==> config.mk <==
export PLATFORM = sky130hd
export DESIGN_NAME = airs_top
export DESIGN_NICKNAME = d
export VERILOG_FILES = /design/src/airs_pkg.sv /design/src/airs_mux_decode.sv /design/src/airs_top.sv
export SDC_FILE = /design/constraint.sdc
export NUM_CORES = 1
export LEC_CHECK = 0
export BUFFER_PORTS_ARGS = -buffer_cell sky130_fd_sc_hd__buf_4
export CORE_MARGIN = 1.5
export CORE_UTILIZATION = 46
export CTS_BUF_LIST = sky130_fd_sc_hd__clkbuf_8
export DETAILED_ROUTE_END_ITERATION = 7
export PLACE_DENSITY = 0.87
export SETUP_SLACK_MARGIN = 0.15
export SLEW_MARGIN = 0
export SYNTH_ARGS = -nofsm -noshare
export SYNTH_HDL_FRONTEND = slang
export SYNTH_SLANG_ARGS = --single-unit
==> constraint.sdc <==
create_clock -name clk_i -period 1.1 [get_ports clk_i]
set_input_delay 0.11 -clock clk_i [delete_from_list [all_inputs] [get_ports clk_i]]
set_output_delay 0.11 -clock clk_i [all_outputs]
set_load 0.02 [all_outputs]
==> src/airs_pkg.sv <==
// Package for the converter input and reference select block.
// Assumes an 8-bit special function register bus with 8-bit addresses.
package airs_pkg;
    localparam logic [7:0] AIRS_INSEL_ADDR = 8'hbb;
    localparam logic [7:0] AIRS_REFCTL_ADDR = 8'hd1;
    localparam logic [4:0] AIRS_INSEL_RST = 5'h1f;
    localparam logic [7:0] AIRS_INSEL_WMASK = 8'h1f;
    localparam logic [7:0] AIRS_REFCTL_WMASK = 8'hbc;
    localparam logic [7:0] AIRS_REFCTL_RST = 8'h18;
    localparam int AIRS_LVL_BIT = 7;
    localparam int AIRS_GND_BIT = 5;
    localparam int AIRS_SRC_LSB = 3;
    localparam int AIRS_TEMP_BIT = 2;
    localparam logic [4:0] AIRS_SEL_TEMP = 5'h10;
    localparam logic [4:0] AIRS_SEL_LDO = 5'h11;
    localparam logic [4:0] AIRS_SEL_VDD = 5'h12;
    localparam logic [4:0] AIRS_SEL_GND = 5'h13;
    localparam int AIRS_NUM_EXT = 16;
    localparam int AIRS_NUM_SEL = 20;
    typedef enum logic [3:0]
    {
        AIRS_REF_PIN = 4'h1,
        AIRS_REF_VDD = 4'h2,
        AIRS_REF_DIG = 4'h4,
        AIRS_REF_INT = 4'h8
    } airs_ref_e;
endpackage

==> src/airs_mux_decode.sv <==
// One-hot decode of the five-bit positive input selection code.
// Purely combinational; the parent registers the result.
`timescale 1ns/100ps
`default_nettype none
module airs_mux_decode
    import airs_pkg::*;
#(
    parameter int NUM_SEL = AIRS_NUM_SEL
)
(
    input wire logic [4:0] code_i,        // Selection code
    output logic [NUM_SEL-1:0] onehot_o   // One select per source
);
    // Reserved codes fall through with no match, so no switch closes
    for (genvar g = 0; g < NUM_SEL; g++)
    begin : g_dec
        assign onehot_o[g] = (code_i == 5'(g));
    end
endmodule
`default_nettype wire

==> src/airs_top.sv <==
// Converter input and reference select registers on the special function register bus.
// Assumes single-cycle register reads and writes from the core, system clock and reset.
// Functional notes
// - Codes 0 to 15 connect external channels 0 to 15 to the positive mux input.
// - Codes 16 to 19 connect temp sensor, regulator, supply and ground.
// - Reserved codes 20 to 31 close no switch at all.
// - Bit 7 of the reference register picks the low or high internal reference level.
// - Bit 5 picks ordinary ground or the analog ground pin.
// - Bits 4:3 route the reference from pin, supply, digital supply or internal.
// - Bit 2 enables the temperature sensor.
`timescale 1ns/100ps
`default_nettype none
module airs_top
    import airs_pkg::*;
#(
    parameter int NUM_EXT = AIRS_NUM_EXT
)
(
    input wire logic clk_i,                    // System clock
    input wire logic arst_n_i,                 // Async reset, active low
    input wire logic [7:0] sfr_addr_i,         // Register address
    input wire logic sfr_wr_i,                 // Write strobe
    input wire logic sfr_rd_i,                 // Read strobe
    input wire logic [7:0] sfr_wdata_i,        // Write data
    output logic [7:0] sfr_rdata_o,            // Read data, registered
    output logic [NUM_EXT-1:0] ext_chan_sel_o, // External channel switches
    output logic temp_chan_sel_o,              // Temp sensor to mux
    output logic ldo_chan_sel_o,               // Regulator output to mux
    output logic vdd_chan_sel_o,               // Supply to mux
    output logic gnd_chan_sel_o,               // Ground to mux
    output logic internal_ref_level_o,         // 0 low level, 1 high level
    output logic ground_ref_select_o,          // 0 ground pin, 1 analog ground pin
    output logic [3:0] voltage_ref_source_o,   // One-hot reference route
    output logic temp_sensor_enable_o          // Temp sensor power
);
    logic [4:0] insel_q;
    logic [7:0] refctl_q;
    logic [AIRS_NUM_SEL-1:0] sel_oh;
    logic [3:0] ref_oh;

    always_ff @(posedge clk_i or negedge arst_n_i)
    begin
        if (!arst_n_i)
            insel_q <= AIRS_INSEL_RST;
        else if (sfr_wr_i && sfr_addr_i == AIRS_INSEL_ADDR)
            insel_q <= sfr_wdata_i[4:0];
    end

    always_ff @(posedge clk_i or negedge arst_n_i)
    begin
        if (!arst_n_i)
            refctl_q <= AIRS_REFCTL_RST;
        else if (sfr_wr_i && sfr_addr_i == AIRS_REFCTL_ADDR)
            refctl_q <= sfr_wdata_i & AIRS_REFCTL_WMASK;
    end

    // Unmapped addresses read zero so stray reads cannot alias
    always_ff @(posedge clk_i or negedge arst_n_i)
    begin
        if (!arst_n_i)
            sfr_rdata_o <= 8'h00;
        else if (sfr_rd_i && sfr_addr_i == AIRS_INSEL_ADDR)
            sfr_rdata_o <= {3'h0, insel_q};
        else if (sfr_rd_i && sfr_addr_i == AIRS_REFCTL_ADDR)
            sfr_rdata_o <= refctl_q;
        else
            sfr_rdata_o <= 8'h00;
    end

    airs_mux_decode #(
        .NUM_SEL(AIRS_NUM_SEL)
    ) u_dec (
        .code_i(insel_q),
        .onehot_o(sel_oh)
    );

    always_comb
    begin
        case (refctl_q[AIRS_SRC_LSB +: 2])
            2'b00: ref_oh = AIRS_REF_PIN;
            2'b01: ref_oh = AIRS_REF_VDD;
            2'b10: ref_oh = AIRS_REF_DIG;
            default: ref_oh = AIRS_REF_INT;
        endcase
    end

    // Outputs lag the register by one cycle so every switch drive is a flop
    always_ff @(posedge clk_i or negedge arst_n_i)
    begin
        if (!arst_n_i)
        begin
            ext_chan_sel_o <= '0;
            temp_chan_sel_o <= 1'b0;
            ldo_chan_sel_o <= 1'b0;
            vdd_chan_sel_o <= 1'b0;
            gnd_chan_sel_o <= 1'b0;
        end
        else
        begin
            ext_chan_sel_o <= sel_oh[NUM_EXT-1:0];
            temp_chan_sel_o <= sel_oh[AIRS_SEL_TEMP];
            ldo_chan_sel_o <= sel_oh[AIRS_SEL_LDO];
            vdd_chan_sel_o <= sel_oh[AIRS_SEL_VDD];
            gnd_chan_sel_o <= sel_oh[AIRS_SEL_GND];
        end
    end

    always_ff @(posedge clk_i or negedge arst_n_i)
    begin
        if (!arst_n_i)
        begin
            internal_ref_level_o <= 1'b0;
            ground_ref_select_o <= 1'b0;
            voltage_ref_source_o <= AIRS_REF_INT;
            temp_sensor_enable_o <= 1'b0;
        end
        else
        begin
            internal_ref_level_o <= refctl_q[AIRS_LVL_BIT];
            ground_ref_select_o <= refctl_q[AIRS_GND_BIT];
            voltage_ref_source_o <= ref_oh;
            temp_sensor_enable_o <= refctl_q[AIRS_TEMP_BIT];
        end
    end
endmodule
`default_nettype wire

== Yosys cells after proc, flatten, opt, wreduce, memory -nomap -nowiden ==
Index checks and enable logic that the tools add are counted.

* Bits of input ports: 20
* Word-level logic and storage cells: 44
* Bits in registers: 45

* Reduce and logical (&&, ||, !) cells: 6
* Eq/ne operators: 23
* Mux-type cells: 3

{| class="wikitable"
|+ Operators by type and width
! cell !! number
|-
| 5-bit by 4-bit equality test with 1-bit output, second input constant || 8
|-
| 5-bit by 3-bit equality test with 1-bit output, second input constant || 4
|-
| 5-bit equality test, second input constant || 4
|-
| 8-bit equality test, second input constant || 2
|-
| 8-bit two-way mux || 2
|-
| 4-bit one-hot mux with 3 select lines || 1
|-
| 5-bit by 2-bit equality test with 1-bit output, second input constant || 2
|-
| 5-bit by 1-bit equality test with 1-bit output, second input constant || 1
|-
| 5-bit zero test || 1
|-
| 1-bit logical AND || 4
|-
| 2-bit by 1-bit equality test with 1-bit output, second input constant || 1
|-
| 2-bit equality test, second input constant || 1
|-
| 2-bit zero test || 1
|}

== Depth between registers and ports, before layout ==
* Depth in word-level cells: 4
* Mapped depth: 4

== Hierarchy ==
From an unflattened synthesis, not the netlist that was laid out.

* Cells, all modules: 110
* Area total of the unflattened synthesis: 1562.7 um2

{| class="wikitable"
|+ Modules (own cells, without submodules)
! module !! sequential area each (um2) !! times used !! area each (um2) !! cells an instance
|-
| airs_top || 1111.1 || 1 || 1395.1 || 77
|-
| airs_mux_decode || 0.0 || 1 || 167.7 || 33
|}

== Worst setup path before layout ==
No wires, ideal clock.

* Path kind: register -> register
* From: register insel_q[0]
* To: register ext_chan_sel_o[9]
* Cell stages (with the launch flop): 3
* Setup time: 0.073 ns
* Period minus slack after synthesis: 1.136 ns
* Path buffers: 0
* Arrival time: 1.063 ns
* Path slack: -0.036 ns
* Required time: 1.027 ns
* Path through: dfstp_2 > or3b_2 > nor2_1

* Cells in the longest elaborated chain, start to end: 1

{| class="wikitable"
|+ Ends and longest elaborated chain
! item !! line !! source
|-
| start, declared || airs_top.sv:36 || <nowiki>logic [4:0] insel_q;</nowiki>
|-
| start signal, assigned || airs_top.sv:46 || <nowiki>insel_q <= sfr_wdata_i[4:0];</nowiki>
|-
| 5-bit by 4-bit equality test with 1-bit output || airs_mux_decode.sv:17 || <nowiki>assign onehot_o[g] = (code_i == 5'(g));</nowiki>
|-
| net sel_oh[9] || airs_top.sv:38 || <nowiki>logic [AIRS_NUM_SEL-1:0] sel_oh;</nowiki>
|-
| end signal, assigned || airs_top.sv:100 || <nowiki>ext_chan_sel_o <= sel_oh[NUM_EXT-1:0];</nowiki>
|-
| end, declared || airs_top.sv:26 || <nowiki>output logic [NUM_EXT-1:0] ext_chan_sel_o,</nowiki>
|}

The timed path passes the listed nets, and every way through them passes these cells.
A chain may end at the register's enable or synchronous reset.

== Worst setup path after layout ==
* From: register insel_q[0]
* To: register ext_chan_sel_o[1]

* Cells in the longest elaborated chain, start to end: 1

{| class="wikitable"
|+ Ends and longest elaborated chain
! item !! line
|-
| 5-bit by 1-bit equality test with 1-bit output || airs_mux_decode.sv:17
|-
| net sel_oh[1] || airs_top.sv:38
|}

The timed path passes the listed nets, and every way through them passes these cells.

==> impl_metrics.py <==
metrics = {
    "worst_setup_path": {
        "worst-path-max-fanout": 3,
        "worst-r2r-cell-count": 2,
        "crit_buf_inv": 0,
        "worst_reg2reg_path_endpoint": "ext_chan_sel_o[1]$_DFF_PN0_",
        "critPathSlowestCell": "sky130_fd_sc_hd__dfstp_2",
        "critical_path.cell_chain": "or3b_4 > nor2_2",
        "critical_path.startpoint_type": "flop",
        "path_delay_family": "flip-flops",
        "regToRegSetupSlack_ns": -0.03,
        "timing_worst_setup_path_type": "flop to flop",
        "critPathRequiredTime_ns": 1.32,
        "critical_path.reg2reg.startpoint": "insel_q[0]$_DFFE_PN1P_",
        "critPathMaxStageDelay_ns": 0.54,
        "timing.critical_path.arrival_ns": 1.34,
        "worstSetupEndpointType": "flop",
    },
    "synthesis": {
        "yosys_warnings": 0,
        "ys_types": 24,
        "synth_seq_area_share_pct": 71.3,
        "synth_area_per_cell_um2": 13.9,
        "synthCells": 112,
        "syn-num-nets": 132,
        "yosys_register_bits": 44,
        "netlist_area_um2": 1560,
    },
    "placed_design": {
        "io_buffer_count": 52,
        "dp_cells": 209,
        "post-place-ws_ns": -0.0383,
        "detailedPlacementHpwl_mm": 2.10,
        "place.gp.congestion": 0.745,
        "postPlaceCellArea_um2": 2040,
    },
    "sta": {
        "final_count_of_negative_setup_slack_endpoints": 2,
        "slew_violations": 0,
        "skew_ns": 0.00632,
        "post-route-worst-setup-slack_ns": -0.0250,
        "fin_crit_sh_pct": 102,
        "period_needed_ns": 1.13,
        "fmaxAchievable_mhz": 889,
        "max_slew.worst_pin.slew_ns": 0.508,
        "hold_viol": 0,
        "worst_slew_margin_relative_to_its_limit_pct": 66.1,
        "rsz0062_at_grt": "yes",
    },
    "drt": {
        "initialDrtViolationCount": 28,
        "final_antenna_net_count": 0,
        "routed_via_density": 4.92,
        "detail_route.drc_violations": 0,
        "routedWlPerCell_um": 14.0,
        "detail_route.wirelength_mm": 3.12,
        "dr.pass1.iters": 4,
        "detailroute.via_count": 1097,
    },
    "cells_and_area": {
        "layout.cell_area.non_filler_um2": 2350,
        "multiInputGateArea_um2": 561,
        "flow.area_growth_from_synthesis_pct": 50.9,
        "register_area_um2": 1110,
        "nNetsFinal": 198,
        "num-fill-cells": 210,
        "post_route_cells_drive_above_1_share_pct": 67.0,
        "insertedDiodeCount": 0,
        "final-instance-count-excl-fill": 223,
    },
    "min_path": {
        "min_to": "refctl_q[5]$_DFFE_PN0P_",
        "hold_depth": 2,
        "hold_path.class": "input pin to flop",
        "hold_start": "sfr_wdata_i[5]",
    },
    "global_route": {
        "vias_in_the_first_global_route": 1000,
        "grt.overflow.total": 0,
        "grt_antenna_before_repair": 0,
        "grt_first_pass_wirelength_mm": 4.33,
        "global_route.usage.total_pct": 16.3,
        "grt_max_degree": 45,
    },
    "clock_network": {
        "clk_root_buffer_cell": "sky130_fd_sc_hd__clkbuf_8",
        "tritoncts.num_buffers": 5,
        "clk-insertion-delay-late_ns": 0.29,
        "tritoncts": "built",
        "h_tree_depth": 2,
        "clockBufferDepth": 2,
        "clock_sink_count": 44,
        "path_clk_slew_ns": 0.08,
    },
    "floorplanning": {
        "dieHeight_um": 61.2,
        "initial_core_util_pct": 49.8,
        "num_io_pins": 55,
        "die_span_x_um": 61.2,
        "die_area_um2": 3740,
        "core.rowCount": 20,
        "placeable_core_area_um2": 3130,
    },
    "run": {
        "drv_cap": 0,
    },
    "power_and_ir_drop": {
        "power.net_switching_w": 0.000689,
        "vdd.ir_drop.worst_mv": 0.797,
        "power.share.combinational_pct": 9.9,
        "clock_power_share_pct": 38.6,
        "netSwitchingFraction_pct": 20.8,
        "fin_total_pwr_w": 0.00332,
        "power_frac_seq_pct": 51.5,
        "cellPowerDensity_nw_per_um2": 1410,
        "leakage_nw": 1.16,
        "internal_power_w": 0.00263,
    },
    "run_status": {
        "result_of_the_run": "finished with violations",
        "failed_checks": "setup timing",
    },
}
## power groups by stage
stage          sequential [W]  combinational [W]  clock, W
6_report              0.00171           0.000329   0.00128
5_1_grt               0.00171           0.000354   0.00137
4_1_cts               0.00171           0.000294   0.00131
3_5_place_dp          0.00173           0.000268         0
3_3_place_gp          0.00173           0.000260         0
2_1_floorplan         0.00177          0.0000919         0
## Yosys cell counts
| cell | n | area [um^2] |
|---|---|---|
| sky130_fd_sc_hd__conb_1 | 1 | 3.75 |
| sky130_fd_sc_hd__a22oi_1 | 3 | 22.5 |
| sky130_fd_sc_hd__nor2_1 | 22 | 82.6 |
| sky130_fd_sc_hd__and3_1 | 2 | 12.5 |
| sky130_fd_sc_hd__clkbuf_1 | 2 | 7.51 |
| sky130_fd_sc_hd__nor2b_1 | 2 | 12.5 |
| sky130_fd_sc_hd__dfrtp_1 | 36 | 901 |
| sky130_fd_sc_hd__nand3b_1 | 2 | 15.0 |
| sky130_fd_sc_hd__nor4b_4 | 1 | 23.8 |
| sky130_fd_sc_hd__nand3_1 | 1 | 5.00 |
| sky130_fd_sc_hd__and3_2 | 2 | 15.0 |
| sky130_fd_sc_hd__nor3_1 | 4 | 20.0 |
| sky130_fd_sc_hd__mux2_2 | 10 | 113 |
| sky130_fd_sc_hd__or2_2 | 1 | 6.26 |
| sky130_fd_sc_hd__dfstp_2 | 8 | 210 |
| sky130_fd_sc_hd__buf_4 | 1 | 7.51 |
| sky130_fd_sc_hd__and4b_2 | 1 | 11.3 |
| sky130_fd_sc_hd__and2_1 | 2 | 12.5 |
| sky130_fd_sc_hd__nand3_4 | 1 | 17.5 |
| sky130_fd_sc_hd__nand2b_1 | 3 | 18.8 |
| sky130_fd_sc_hd__and4b_1 | 1 | 10.0 |
| sky130_fd_sc_hd__or3_1 | 1 | 6.26 |
| sky130_fd_sc_hd__or3b_2 | 1 | 8.76 |
| sky130_fd_sc_hd__nand2_1 | 4 | 15.0 |
## per-layer routing
metal	global-route usage [%]	wire length (um)	vias up
met4	4.97	54	0
met2	30.4	1700	57
met3	6.09	237	8
met1	16.8	1130	527
li1	-	-	505
met5	0	0	-
## through the flow
stage / hold slack [ns] / setup TNS, ns / util [%]
6_report: 0.0470 / -0.0373 / 75.2
5_1_grt: 0.0473 / -0.237 / 75.2
4_1_cts: 0.0415 / -0.0100 / 71.7
3_5_place_dp: 0.116 / -0.168 / 65.2
3_3_place_gp: 0.103 / -0.0278 / 65.2
2_1_floorplan: -0.186 / 0 / -
## worst reg2reg max path, stage by stage, from the launching register on
cell and delay (ns):
sky130_fd_sc_hd__dfstp_2 0.54, sky130_fd_sc_hd__or3b_4 0.40, sky130_fd_sc_hd__nor2_2 0.11
## cell type report
| type | count | share of cell area (%) |
|---|---|---|
| flip-flops and latches | 44 | 47.3 |
| multi-input cells | 65 | 23.8 |
| repair buffers | 62 | 21.2 |
| clock buffers | 7 | 4.10 |
| well taps | 44 | 2.34 |
| clock inverters | 1 | 1.28 |
## worst max path at each step
stage | cells after the start | from | slack, ns | to
after CTS | 2 | insel_q[0]$_DFFE_PN1P_ | -0.008 | ext_chan_sel_o[1]$_DFF_PN0_
after detailed placement | 4 | sfr_addr_i[5] | -0.04 | refctl_q[7]$_DFFE_PN0P_
final | 2 | insel_q[0]$_DFFE_PN1P_ | -0.03 | ext_chan_sel_o[1]$_DFF_PN0_
after global placement | 4 | sfr_addr_i[5] | -0.01 | refctl_q[7]$_DFFE_PN0P_
after global routing | 2 | insel_q[0]$_DFFE_PN1P_ | -0.05 | ext_chan_sel_o[1]$_DFF_PN0_
after floorplan | 3 | sfr_addr_i[5] | 0.06 | refctl_q[2]$_DFFE_PN0P_
## sequential cells by signal (all words and copies together), names as in the netlist
name,cells
ext_chan_sel_o,16
internal_ref_level_o,1
insel_q,5
ldo_chan_sel_o,1
temp_chan_sel_o,1
refctl_q,5
vdd_chan_sel_o,1
temp_sensor_enable_o,1
voltage_ref_source_o,4
ground_ref_select_o,1
sfr_rdata_o,7
gnd_chan_sel_o,1
## timing repair
action | in CTS | in global routing
hold buffers | 1 | 0
buffers inserted | 2 | 3
pin swaps | 7 | 5
gates resized for setup | 14 | 23
endpoints found under the hold margin | 36 | 0
setup endpoints to repair | 20 | 26
## cell families (layout without fill, tap and decap cells)
family | count (synthesis) | after routing | share of synthesized area (%)
buffers and inverters | 3 | 70 | 0.964
flip-flops | 44 | 44 | 71.3
AO/OA/AOI/OAI | 3 | 3 | 1.45
AND/OR/NAND/NOR | 51 | 51 | 18.8
other | 1 | 1 | 0.241
multiplexers | 10 | 10 | 7.23
## cell usage in the layout (no fill, tap or decap), drive strengths merged
master and instances:
nor2b 2, nand3 2, buf 61, and3 4, dlygate4sd3 1, nand2 4, dfrtp 36, nand3b 2
and4b 2, nor2 22, dfstp 8, conb 1, nor4b 1, nand2b 3, or3 1, nor3 4
or2 1, a22oi 3, and2 2, bufinv 1, mux2 10, clkbuf 7, or3b 1
(Power assumes the default switching activity.)
